**config.mk**
```make
export PLATFORM = sky130hd
export DESIGN_NAME = epi_pin_irq
export DESIGN_NICKNAME = d
export VERILOG_FILES = /design/src/design/epi_pkg.sv /design/src/design/epi_pin_irq.sv
export SDC_FILE = /design/constraint.sdc
export NUM_CORES = 1
export LEC_CHECK = 0
export CORE_MARGIN = 10
export CORE_UTILIZATION = 50
export CTS_CLUSTER_DIAMETER = 40
export DETAILED_ROUTE_END_ITERATION = 16
export DONT_BUFFER_PORTS = 1
export GPL_ROUTABILITY_DRIVEN = 0
export GPL_TIMING_DRIVEN = 0
export PLACE_DENSITY = 0.68
export RECOVER_POWER = 25
export SLEW_MARGIN = 20
export SYNTH_ARGS = -nofsm -noshare
export SYNTH_HDL_FRONTEND = slang
export SYNTH_SLANG_ARGS = --single-unit
```
**constraint.sdc**
```tcl
create_clock -name CLOCK -period 2.1 [get_ports CLOCK]
set_input_delay 0.21 -clock CLOCK [delete_from_list [all_inputs] [get_ports CLOCK]]
set_output_delay 0.21 -clock CLOCK [all_outputs]
set_load 0.02 [all_outputs]
```
**src/design/epi_pkg.sv**
```systemverilog
// shared constants for the external pin request block
package epi_pkg;
  // register offsets on the i/o instruction path
  localparam logic [7:0] OFF_SENSE_STATUS = 8'h34;
  localparam logic [7:0] OFF_PENDING = 8'h3a;
  localparam logic [7:0] OFF_ENABLE = 8'h3b;
  localparam logic [7:0] OFF_SENSE_CTRL = 8'h35;
  // data-space accesses see every register this far up
  localparam logic [7:0] DSPACE_BIAS = 8'h20;
  // highest address reachable by i/o instructions
  localparam logic [7:0] IO_TOP = 8'h3f;
  // reset values
  localparam logic [7:0] RST_SENSE_STATUS = 8'h00;
  localparam logic [7:0] RST_PENDING = 8'h00;
  localparam logic [7:0] RST_ENABLE = 8'h00;
  localparam logic [7:0] RST_SENSE_CTRL = 8'h00;
  // field positions
  localparam int BIT_PIN_ONE = 7;
  localparam int BIT_PIN_ZERO = 6;
  localparam int BIT_PIN_TWO = 5;
  localparam int BIT_PIN_TWO_POLARITY = 6;
  localparam int SENSE_ZERO_LSB = 0;
  localparam int SENSE_ONE_LSB = 2;
  // sense field encodings
  localparam logic [1:0] SENSE_LOW_LEVEL = 2'h0;
  localparam logic [1:0] SENSE_ANY_CHANGE = 2'h1;
  localparam logic [1:0] SENSE_FALLING = 2'h2;
  localparam logic [1:0] SENSE_RISING = 2'h3;
  // vector numbers handed back by the core on entry
  localparam logic [1:0] VEC_PIN_ZERO = 2'h0;
  localparam logic [1:0] VEC_PIN_ONE = 2'h1;
  localparam logic [1:0] VEC_PIN_TWO = 2'h2;
  // timing: clock period and least pulse width on pin two
  localparam int CLK_PERIOD_NS = 4;
  localparam int PIN_TWO_PULSE_NS = 50;
  localparam int PIN_TWO_PULSE_CYC =
    (PIN_TWO_PULSE_NS + CLK_PERIOD_NS - 1) / CLK_PERIOD_NS;
  // cycles from a pin change to the settled sample
  localparam int SYNC_LATENCY_CYC = 3;
endpackage : epi_pkg

```
**src/design/epi_pin_irq.sv**
```systemverilog
// Summary of operation
// - pin zero request needs global and pin enable
// - pin zero sampled; pulses of two cycles or more caught
// - bits 1:0 pick pin zero trigger
// - bit 6 picks pin two edge polarity
// - pin two edges caught; 50 ns pulses count
// - enables at bits 7,6,5, reset zero
// - pin activity counts even when pin drives out
// - each pin has its own vector line
// - events set pending bits 7,6,5
// - vector entry clears the matching pending bit
// - writing one clears pending, zero keeps
// - level mode pending always reads zero
// - deep sleep with pin two off clamps input
// - offsets 0x34,0x35,0x3a,0x3b, plus 0x20 data space
// - bits 3:2 pick pin one trigger
// - level and pin two wake without i/o clock
`timescale 1ns/1ns
`default_nettype none
module epi_pin_irq (
  // clock and reset
  input wire logic CLOCK,
  input wire logic NRST,
  // register access from the core
  input wire logic IO_SPACE,
  input wire logic [7:0] ADDR,
  input wire logic WR_EN,
  input wire logic RD_EN,
  input wire logic [7:0] WR_DATA,
  output logic [7:0] RD_DATA,
  // request pins
  input wire logic REQUEST_PIN_ZERO,
  input wire logic REQUEST_PIN_ONE,
  input wire logic REQUEST_PIN_TWO,
  // core side
  input wire logic CORE_GLOBAL_IE,
  input wire logic VECTOR_TAKEN,
  input wire logic [1:0] VECTOR_ID,
  input wire logic DEEP_SLEEP,
  output logic [2:0] IRQ_REQ,
  output logic WAKE_ASYNC
);

  // per-pin vectors are indexed 0 = pin zero, 1 = pin one, 2 = pin two
  typedef struct packed {
    logic [2:0] sync1;
    logic [2:0] sync2;
    logic [2:0] sync3;
    logic [2:0] stable;
    logic [2:0] pending;
    logic [2:0] enable;
    logic [3:0] sense;
    logic polarity;
    logic [7:0] rdata;
  } epi_state_t;

  epi_state_t state_reg;
  epi_state_t state_next;

  logic [2:0] pin_raw;
  logic [2:0] edge_hit;
  logic [2:0] level_mode;
  logic [2:0] ack_clr;
  logic [1:0] mode [3];
  logic clamp_two;
  logic hit_status;
  logic hit_pending;
  logic hit_enable;
  logic hit_ctrl;

  // trigger decode shared by all pins
  function automatic logic sense_hit(input logic [1:0] m,
                                     input logic prev,
                                     input logic cur);
    logic r;
    r = 1'b0;
    unique case (m)
      epi_pkg::SENSE_LOW_LEVEL: r = 1'b0;
      epi_pkg::SENSE_ANY_CHANGE: r = prev ^ cur;
      epi_pkg::SENSE_FALLING: r = prev & ~cur;
      epi_pkg::SENSE_RISING: r = ~prev & cur;
    endcase
    return r;
  endfunction

  // address match on either path; i/o path stops at the top of i/o space
  function automatic logic addr_hit(input logic io,
                                    input logic [7:0] a,
                                    input logic [7:0] off);
    logic r;
    r = 1'b0;
    if (io) begin
      r = (a <= epi_pkg::IO_TOP) && (a == off);
    end else begin
      r = (a == 8'(off + epi_pkg::DSPACE_BIAS));
    end
    return r;
  endfunction

  // register decode
  always_comb begin
    hit_status = addr_hit(IO_SPACE, ADDR, epi_pkg::OFF_SENSE_STATUS);
    hit_pending = addr_hit(IO_SPACE, ADDR, epi_pkg::OFF_PENDING);
    hit_enable = addr_hit(IO_SPACE, ADDR, epi_pkg::OFF_ENABLE);
    hit_ctrl = addr_hit(IO_SPACE, ADDR, epi_pkg::OFF_SENSE_CTRL);
  end

  // pin two's buffer is shut in deep sleep unless its request is enabled;
  // the clamp looks like a falling input, so it can set the flag
  assign clamp_two = DEEP_SLEEP & ~state_reg.enable[2];

  // pins are read straight, with no regard to port direction
  assign pin_raw = {REQUEST_PIN_TWO & ~clamp_two,
                    REQUEST_PIN_ONE,
                    REQUEST_PIN_ZERO};

  // effective trigger mode per pin; pin two only ever sees edges
  always_comb begin
    mode[0] = state_reg.sense[epi_pkg::SENSE_ZERO_LSB +: 2];
    mode[1] = state_reg.sense[epi_pkg::SENSE_ONE_LSB +: 2];
    mode[2] = state_reg.polarity ? epi_pkg::SENSE_RISING
                                 : epi_pkg::SENSE_FALLING;
  end

  // a change counts once the second and third stages agree, so edges
  // are taken from the settled value against the previous settled value
  genvar gi;
  generate
    for (gi = 0; gi < 3; gi++) begin : g_pin
      always_comb begin
        level_mode[gi] = (mode[gi] == epi_pkg::SENSE_LOW_LEVEL);
        edge_hit[gi] = (state_reg.sync2[gi] == state_reg.sync3[gi]) &&
                       sense_hit(mode[gi], state_reg.stable[gi],
                                 state_reg.sync3[gi]);
      end
    end
  endgenerate

  // vector entry clears the flag of the vector taken
  always_comb begin
    ack_clr = 3'h0;
    if (VECTOR_TAKEN) begin
      if (VECTOR_ID == epi_pkg::VEC_PIN_ZERO) begin
        ack_clr[0] = 1'b1;
      end
      if (VECTOR_ID == epi_pkg::VEC_PIN_ONE) begin
        ack_clr[1] = 1'b1;
      end
      if (VECTOR_ID == epi_pkg::VEC_PIN_TWO) begin
        ack_clr[2] = 1'b1;
      end
    end
  end

  // next-state logic for the whole block
  always_comb begin
    logic [2:0] clr;
    state_next = state_reg;
    clr = ack_clr;
    // three-stage sampling of every pin
    state_next.sync1 = pin_raw;
    state_next.sync2 = state_reg.sync1;
    state_next.sync3 = state_reg.sync2;
    // settled value moves only when the last two stages agree
    for (int i = 0; i < 3; i++) begin
      if (state_reg.sync2[i] == state_reg.sync3[i]) begin
        state_next.stable[i] = state_reg.sync3[i];
      end
    end
    // register writes
    if (WR_EN && hit_enable) begin
      state_next.enable[0] = WR_DATA[epi_pkg::BIT_PIN_ZERO];
      state_next.enable[1] = WR_DATA[epi_pkg::BIT_PIN_ONE];
      state_next.enable[2] = WR_DATA[epi_pkg::BIT_PIN_TWO];
    end
    if (WR_EN && hit_ctrl) begin
      state_next.sense = WR_DATA[3:0];
    end
    if (WR_EN && hit_status) begin
      state_next.polarity = WR_DATA[epi_pkg::BIT_PIN_TWO_POLARITY];
    end
    if (WR_EN && hit_pending) begin
      clr[0] = clr[0] | WR_DATA[epi_pkg::BIT_PIN_ZERO];
      clr[1] = clr[1] | WR_DATA[epi_pkg::BIT_PIN_ONE];
      clr[2] = clr[2] | WR_DATA[epi_pkg::BIT_PIN_TWO];
    end
    // set wins over clear so an event landing on a clear is kept
    for (int i = 0; i < 3; i++) begin
      if (edge_hit[i]) begin
        state_next.pending[i] = 1'b1;
      end else if (clr[i]) begin
        state_next.pending[i] = 1'b0;
      end
      // level mode keeps the flag down; the request follows the pin
      if (level_mode[i]) begin
        state_next.pending[i] = 1'b0;
      end
    end
    // registered read data; unmapped addresses read zero
    state_next.rdata = 8'h00;
    if (RD_EN) begin
      if (hit_enable) begin
        state_next.rdata[epi_pkg::BIT_PIN_ZERO] = state_reg.enable[0];
        state_next.rdata[epi_pkg::BIT_PIN_ONE] = state_reg.enable[1];
        state_next.rdata[epi_pkg::BIT_PIN_TWO] = state_reg.enable[2];
      end
      if (hit_pending) begin
        state_next.rdata[epi_pkg::BIT_PIN_ZERO] = state_reg.pending[0];
        state_next.rdata[epi_pkg::BIT_PIN_ONE] = state_reg.pending[1];
        state_next.rdata[epi_pkg::BIT_PIN_TWO] = state_reg.pending[2];
      end
      if (hit_ctrl) begin
        state_next.rdata[3:0] = state_reg.sense;
      end
      if (hit_status) begin
        state_next.rdata[epi_pkg::BIT_PIN_TWO_POLARITY] = state_reg.polarity;
      end
    end
  end

  // state register
  always_ff @(posedge CLOCK or negedge NRST) begin
    if (!NRST) begin
      state_reg.sync1 <= 3'h0;
      state_reg.sync2 <= 3'h0;
      state_reg.sync3 <= 3'h0;
      state_reg.stable <= 3'h0;
      state_reg.pending <= epi_pkg::RST_PENDING[7:5];
      state_reg.enable <= epi_pkg::RST_ENABLE[7:5];
      state_reg.sense <= epi_pkg::RST_SENSE_CTRL[3:0];
      state_reg.polarity <= epi_pkg::RST_SENSE_STATUS[6];
      state_reg.rdata <= 8'h00;
    end else begin
      state_reg <= state_next;
    end
  end

  // one request line per vector, gated by both enables
  always_comb begin
    for (int i = 0; i < 3; i++) begin
      IRQ_REQ[i] = CORE_GLOBAL_IE & state_reg.enable[i] &
                   (level_mode[i] ? ~state_reg.stable[i]
                                  : state_reg.pending[i]);
    end
  end

  // wake path works from the raw pins, no clock needed; pin two wakes
  // on its post-edge level since a stopped clock cannot see the edge
  assign WAKE_ASYNC =
    (state_reg.enable[0] & level_mode[0] & ~REQUEST_PIN_ZERO) |
    (state_reg.enable[1] & level_mode[1] & ~REQUEST_PIN_ONE) |
    (state_reg.enable[2] & (REQUEST_PIN_TWO == state_reg.polarity));

  assign RD_DATA = state_reg.rdata;

  // checks

  chk_req_gating: assert property (@(posedge CLOCK) disable iff (!NRST)
    IRQ_REQ[0] |-> (CORE_GLOBAL_IE && state_reg.enable[0]))
    else $error("pin zero request without both enables");

  chk_edge_sets: assert property (@(posedge CLOCK) disable iff (!NRST)
    (edge_hit[0] && !level_mode[0]) |=> state_reg.pending[0])
    else $error("pin zero edge did not set pending");

  chk_fall_detect: assert property (@(posedge CLOCK) disable iff (!NRST)
    (mode[0] == epi_pkg::SENSE_FALLING && state_reg.stable[0] &&
     !state_reg.sync2[0] && !state_reg.sync3[0]) |-> edge_hit[0])
    else $error("settled falling pin zero not detected");

  chk_level_zero: assert property (@(posedge CLOCK) disable iff (!NRST)
    level_mode[1] |=> !state_reg.pending[1])
    else $error("pending set in level mode");

  chk_w1c_clear: assert property (@(posedge CLOCK) disable iff (!NRST)
    (WR_EN && hit_pending && WR_DATA[epi_pkg::BIT_PIN_TWO] && !edge_hit[2])
    |=> !state_reg.pending[2])
    else $error("write one did not clear pin two pending");

  chk_w0_keep: assert property (@(posedge CLOCK) disable iff (!NRST)
    (WR_EN && hit_pending && !WR_DATA[epi_pkg::BIT_PIN_TWO] &&
     state_reg.pending[2] && !ack_clr[2]) |=> state_reg.pending[2])
    else $error("write zero changed pin two pending");

  chk_rise_pol: assert property (@(posedge CLOCK) disable iff (!NRST)
    (state_reg.polarity && !state_reg.stable[2] && state_reg.sync2[2] &&
     state_reg.sync3[2]) |=> state_reg.pending[2])
    else $error("rising pin two edge missed");

  chk_ack_clear: assert property (@(posedge CLOCK) disable iff (!NRST)
    (VECTOR_TAKEN && VECTOR_ID == epi_pkg::VEC_PIN_ONE && !edge_hit[1])
    |=> !state_reg.pending[1])
    else $error("vector entry did not clear pin one pending");

  chk_read_flags: assert property (@(posedge CLOCK) disable iff (!NRST)
    (RD_EN && hit_pending) |=>
    RD_DATA[epi_pkg::BIT_PIN_ONE] == $past(state_reg.pending[1]))
    else $error("pending read returned wrong value");

  chk_enable_write: assert property (@(posedge CLOCK) disable iff (!NRST)
    (WR_EN && hit_enable) |=>
    state_reg.enable[2] == $past(WR_DATA[epi_pkg::BIT_PIN_TWO]))
    else $error("enable write not stored");

  chk_clamp_two: assert property (@(posedge CLOCK) disable iff (!NRST)
    clamp_two |=> !state_reg.sync1[2])
    else $error("pin two not clamped in deep sleep");

  chk_rdata_idle: assert property (@(posedge CLOCK) disable iff (!NRST)
    !RD_EN |=> RD_DATA == 8'h00)
    else $error("read data not zero without a read");

  chk_level_req: assert property (@(posedge CLOCK) disable iff (!NRST)
    (level_mode[0] && CORE_GLOBAL_IE && state_reg.enable[0] &&
     !state_reg.stable[0]) |-> IRQ_REQ[0])
    else $error("settled low level gave no pin zero request");

  chk_pin1_gating: assert property (@(posedge CLOCK) disable iff (!NRST)
    IRQ_REQ[1] |-> (CORE_GLOBAL_IE && state_reg.enable[1]))
    else $error("pin one request without both enables");

  chk_pin2_gating: assert property (@(posedge CLOCK) disable iff (!NRST)
    IRQ_REQ[2] |-> (CORE_GLOBAL_IE && state_reg.enable[2]))
    else $error("pin two request without both enables");

  chk_fall_pol: assert property (@(posedge CLOCK) disable iff (!NRST)
    (!state_reg.polarity && state_reg.stable[2] && !state_reg.sync2[2] &&
     !state_reg.sync3[2]) |=> state_reg.pending[2])
    else $error("falling pin two edge missed");

  chk_sense_write: assert property (@(posedge CLOCK) disable iff (!NRST)
    (WR_EN && hit_ctrl) |=> state_reg.sense == $past(WR_DATA[3:0]))
    else $error("sense write not stored");

  chk_rise_zero: assert property (@(posedge CLOCK) disable iff (!NRST)
    (mode[0] == epi_pkg::SENSE_RISING && !state_reg.stable[0] &&
     state_reg.sync2[0] && state_reg.sync3[0]) |-> edge_hit[0])
    else $error("settled rising pin zero not detected");

  chk_wake_level: assert property (@(posedge CLOCK) disable iff (!NRST)
    (state_reg.enable[0] && level_mode[0] && !REQUEST_PIN_ZERO) |->
    WAKE_ASYNC)
    else $error("enabled low pin zero did not wake");

endmodule : epi_pin_irq
`default_nettype wire

```
Word-level counts from Yosys, hierarchy flattened
Index checks and enable logic that the tools add are counted.

Add/sub/neg operators: 0. Multiply operators: 0. Div/mod/pow operators: 0. Order comparisons: 1. Eq/ne operators: 23. Shift-type cells: 0. Muxes and demuxes: 31. Bitwise logic cells: 37. Reduce and logical (&&, ||, !) cells: 18.

Operators by type and width (number): 8-bit by 6-bit == test with 1-bit output (second input constant) (4); 8-bit by 7-bit == test with 1-bit output (second input constant) (4); 1-bit 2-to-1 mux (21); 1-bit bitwise AND (19); 3-bit 2-to-1 mux (5); 2-bit == test (second input constant) (7); 1-bit case mux with 4 select lines (3); 1-bit logical AND (11); 1-bit NOT (10); 3-bit nonzero test (3); 2-bit by 1-bit == test with 1-bit output (second input constant) (4); 8-bit by 6-bit <= comparator with 1-bit output (second input constant) (1); 2-bit logical NOT (4); 4-bit 2-to-1 mux (2); 1-bit OR (5); 1-bit == test (4); 1-bit XOR (3).

Bits in registers: 30. Bits in latches: 0. RAM bits: 0. Memory bits (read-only): 0. Bits of input ports: 29. Memories kept: 0.

Logic depth before layout (Yosys ltp)
Depth in word-level cells: 8. Mapped depth: 5. Mapped depth without buffers: 5.

Least setup slack after synthesis
No wires, ideal clock.

Path kind: input port to flip-flop. From: input port ADDR[5]. To: register state_reg, in the netlist mode[2]. Library setup time: 0.125 ns. Arrival time: 1.311 ns. Data required time: 1.975 ns. Setup slack: 0.664 ns. Stages: 3. Path buffers: 0. Path through: or3b_4 a211oi_4 mux2_2.

Word-level cells in the longest chain between the ends: 4. Elaborated cells on any way between the ends: 6. Those cells by class: order compare: 1; eq/ne: 2; mux: 1; reduce/logical: 2.

RTL lines: start, declared (line epi_pin_irq.sv:26) `input wire logic [7:0] ADDR,`; 8-bit by 6-bit <= comparator with 1-bit output / 8-bit by 6-bit == test with 1-bit output (equally long branches) (line epi_pin_irq.sv:93) `r = (a <= epi_pkg::IO_TOP) && (a == off);`; 1-bit logical AND (line epi_pin_irq.sv:93); 1-bit 2-to-1 mux * (line epi_pin_irq.sv:92) `if (io) begin`; 1-bit logical AND * (line epi_pin_irq.sv:176) `if (WR_EN && hit_ctrl) begin`; end signal, assigned (line epi_pin_irq.sv:234) `state_reg <= state_next;`; end, declared (line epi_pin_irq.sv:57) `epi_state_t state_reg;`.

Every way passes the cells marked *; elsewhere a longest branch is shown, timed or not. A chain may end at the register's enable or synchronous reset.

Worst setup path in the final report
From: register state_reg, in the netlist mode[3]. To: output port WAKE_ASYNC.

Word-level cells in the longest chain between the ends: 5.

RTL lines: 2-bit logical NOT (line epi_pin_irq.sv:131) `level_mode[gi] = (mode[gi] == epi_pkg::SENSE_LOW_LEVEL);`; 1-bit bitwise AND (2 in a row) (line epi_pin_irq.sv:251) `(state_reg.enable[1] & level_mode[1] & ~REQUEST_PIN_ONE) |`; 1-bit OR (line epi_pin_irq.sv:250) `(state_reg.enable[0] & level_mode[0] & ~REQUEST_PIN_ZERO) |`; 1-bit OR (line epi_pin_irq.sv:251); end, declared (line epi_pin_irq.sv:41) `output logic WAKE_ASYNC`.

Every way passes these cells.

==> flow_metrics.tcl <==
set metrics [dict create \
    wl_um 3070 \
    ys_ff_latch 30 \
    drive_above_1_share 0.230 \
    worst_path_largest_cell_delay_ns 0.46 \
    required_ns 1.89 \
    drv_cap 0 \
    fin_tns_setup_ns 0 \
    async_reset_ff_frac 1.00 \
    viasPerCell 5.74 \
    p_leak_uw 0.000775 \
    grt_pass1_wl_um 4810 \
    final_nets 171 \
    slew_viol_final 0 \
    p_int_uw 816 \
    p_total_uw 1090 \
    clockBufferDepth 2 \
    synth_seq_area_share 0.492 \
    arrival_ns 1.55 \
    overflow 0 \
    cpMaxStageDelayCell "dfrtp_1" \
    cp_cell_sequence "nor4b_1 > nor2_1 > o21ai_0" \
    portBuffers 0 \
    clock_power_share 0.326 \
    hold_viol 0 \
    synth_ff_type "dfrtp_1" \
    antenna_cells 0 \
    p_seq_frac 0.580 \
    muxShareOfSynthArea 0.0796 \
    synth_compound_area_frac 0.139 \
    clk_latency_ns 0.33 \
    cp.depth 3 \
    fmax_mhz 569 \
    largest_reg_flops 13 \
    synth_edf_count 0 \
    status "finished, final reports clean" \
    core-area_um2 2830 \
    synthToLayoutAreaGrowth_pct 10.4 \
    end_kind "output port" \
    path_clk_slew_ns 0.09 \
    hold_depth 1 \
    synth_warnings 0 \
    path_delay_family "simple AND/OR/NAND/NOR gates" \
    grtUsageTotal 0.113 \
    dpl.hpwl_um 2400 \
    synth_xor_area_frac 0.0172 \
    seq_area_um2 751 \
    placementRows 19 \
    cp_max_fo 8 \
    slew_headroom 0.549 \
    switchingPower_uw 270 \
    cp-start-kind "register" \
    p_per_area_nw_per_um2 645 \
    avgSynthCellArea_um2 12.1 \
    r2r_cells 5 \
    grt_pass1_vias 1011 \
    cts_sinks 30 \
    fillCellCount 258 \
    post-cts-setup-buffers 0 \
    pwr-share-comb 0.094 \
    crit_buf_inv 0 \
    synth_cell_types 40 \
    wl_per_cell_um 18.1 \
    hold_path_class "in2reg" \
    drt_iter0_markers 44 \
    first_pass_iters 4 \
    synthesis.instances 126 \
    antenna_found_initial 0 \
    cts_tree "yes" \
    fin_skew_ns 0.0108 \
    fp.dieW_um 75.2 \
    drtAntennaViolNets 0 \
    die_h_um 75.2 \
    synth_fa_ha_area_frac 0.0525 \
    drc 0 \
    root_buffer "clkbuf_4" \
    io_pins 41 \
    tightestPinTransition_ns 0.670 \
    critPathKind "reg2out" \
    grt_max_degree 31 \
    synth-simple-area-share 0.158 \
    grt_setup_unrepaired "false" \
    dieArea_um2 5660 \
    cts_buffers 5 \
    htreeDepth 2 \
    switching_share 0.249 \
    synth_top_family_by_area "simple AND/OR/NAND/NOR gates" \
    start_util 0.539 \
    synth_area_um2 1530 \
    setup_violations 0 \
    syn_nets 159 \
    ir_worst_vdd_v 0.000377 \
    fin_crit_sh 0.836 \
    period_needed_ns 1.76 \
    num_vias 975 \
    multi_input_area_um2 684 \
]
-- repair_timing --
item                                   4_1_cts  5_1_grt
resized for setup                            0        0
endpoints found under the hold margin       33        0
hold buffers                                 5        0
-- stage by stage --
stage          std cells  setup WS [ns]  hold slack, ns  utilization  instance area (um2)
2_1_floorplan        126          0.664         -0.0856            -                 1530
3_3_place_gp         157          0.509         -0.0845        0.553                 1560
3_5_place_dp         157          0.470         -0.0843        0.553                 1560
4_1_cts              170          0.340          0.0125        0.595                 1680
5_1_grt              170          0.248          0.0108        0.595                 1680
6_report             170          0.344          0.0113        0.595                 1680
-- synth_stat cells, drive strengths merged (4+ instances only) --
cell type / n / area share
and2: 4 / 0.016
buf: 8 / 0.039
dfrtp: 30 / 0.49
ha: 4 / 0.033
inv: 7 / 0.017
mux2: 9 / 0.066
nand3b: 4 / 0.020
o21ai: 5 / 0.016
-- worst paths after layout --
kind	endpoint	start	slack, ns
max reg2reg	state_reg[16]	state_reg[19]	0.80
min in group asynchronous	mode[5]	NRST	0.30
max in group asynchronous	state_reg[14]	NRST	1.63
min	state_next[27]	REQUEST_PIN_TWO	0.01
max	WAKE_ASYNC	mode[3]	0.34
min reg2reg	state_next[23]	state_next[26]	0.35
-- kinds of logic after synthesis --
logic type	Yosys count
AOI/OAI and AO/OA	23
xor gates and xnor gates	3
adders and majority gates	7
buffers and inverters	16
DFF	30
muxes	11
other	1
and+or+nand+nor	35
-- cell type report --
class / count / area share
Clock inverter: 1 / 0.00297
Multi-Input combinational cell: 80 / 0.406
Timing Repair Buffer: 5 / 0.0357
Sequential cell: 30 / 0.446
Buffer: 9 / 0.0379
Inverter: 7 / 0.0156
Tap cell: 31 / 0.0230
Clock buffer: 7 / 0.0327
-- layout by cell type, fill, tap and decap left out, types with 3 or more instances in the layout --
cell type	netlist	final
a31oi_1	3	3
and3_1	3	3
and2_1	4	4
dfrtp_1	30	30
mux2_2	9	9
buf_4	8	8
nor2_1	3	3
ha_1	4	4
inv_1	7	7
nand3b_1	4	4
dlygate4sd3_1	0	4
nor4b_1	3	3
maj3_1	3	3
xor2_1	3	3
nor2b_1	3	3
o21ai_0	5	5
clkbuf_4	0	5
nand3_1	3	3
nor3b_1	3	3
-- layer usage --
layer	GRT usage	vias up	share of wire
met5	0	-	0
met4	0.0577	0	0.017
met3	0.0368	6	0.077
met2	0.188	31	0.53
met1	0.128	462	0.37
li1	-	476	-
-- power groups by stage --
stage | Combinational, uW | Clock (uW) | Sequential [uW]
2_1_floorplan | 71.9 | 0 | 634
3_3_place_gp | 79.5 | 0 | 641
3_5_place_dp | 81.4 | 0 | 642
4_1_cts | 104 | 361 | 630
5_1_grt | 117 | 383 | 636
6_report | 102 | 354 | 630
No activity file was read; power rests on OpenSTA's default activity.
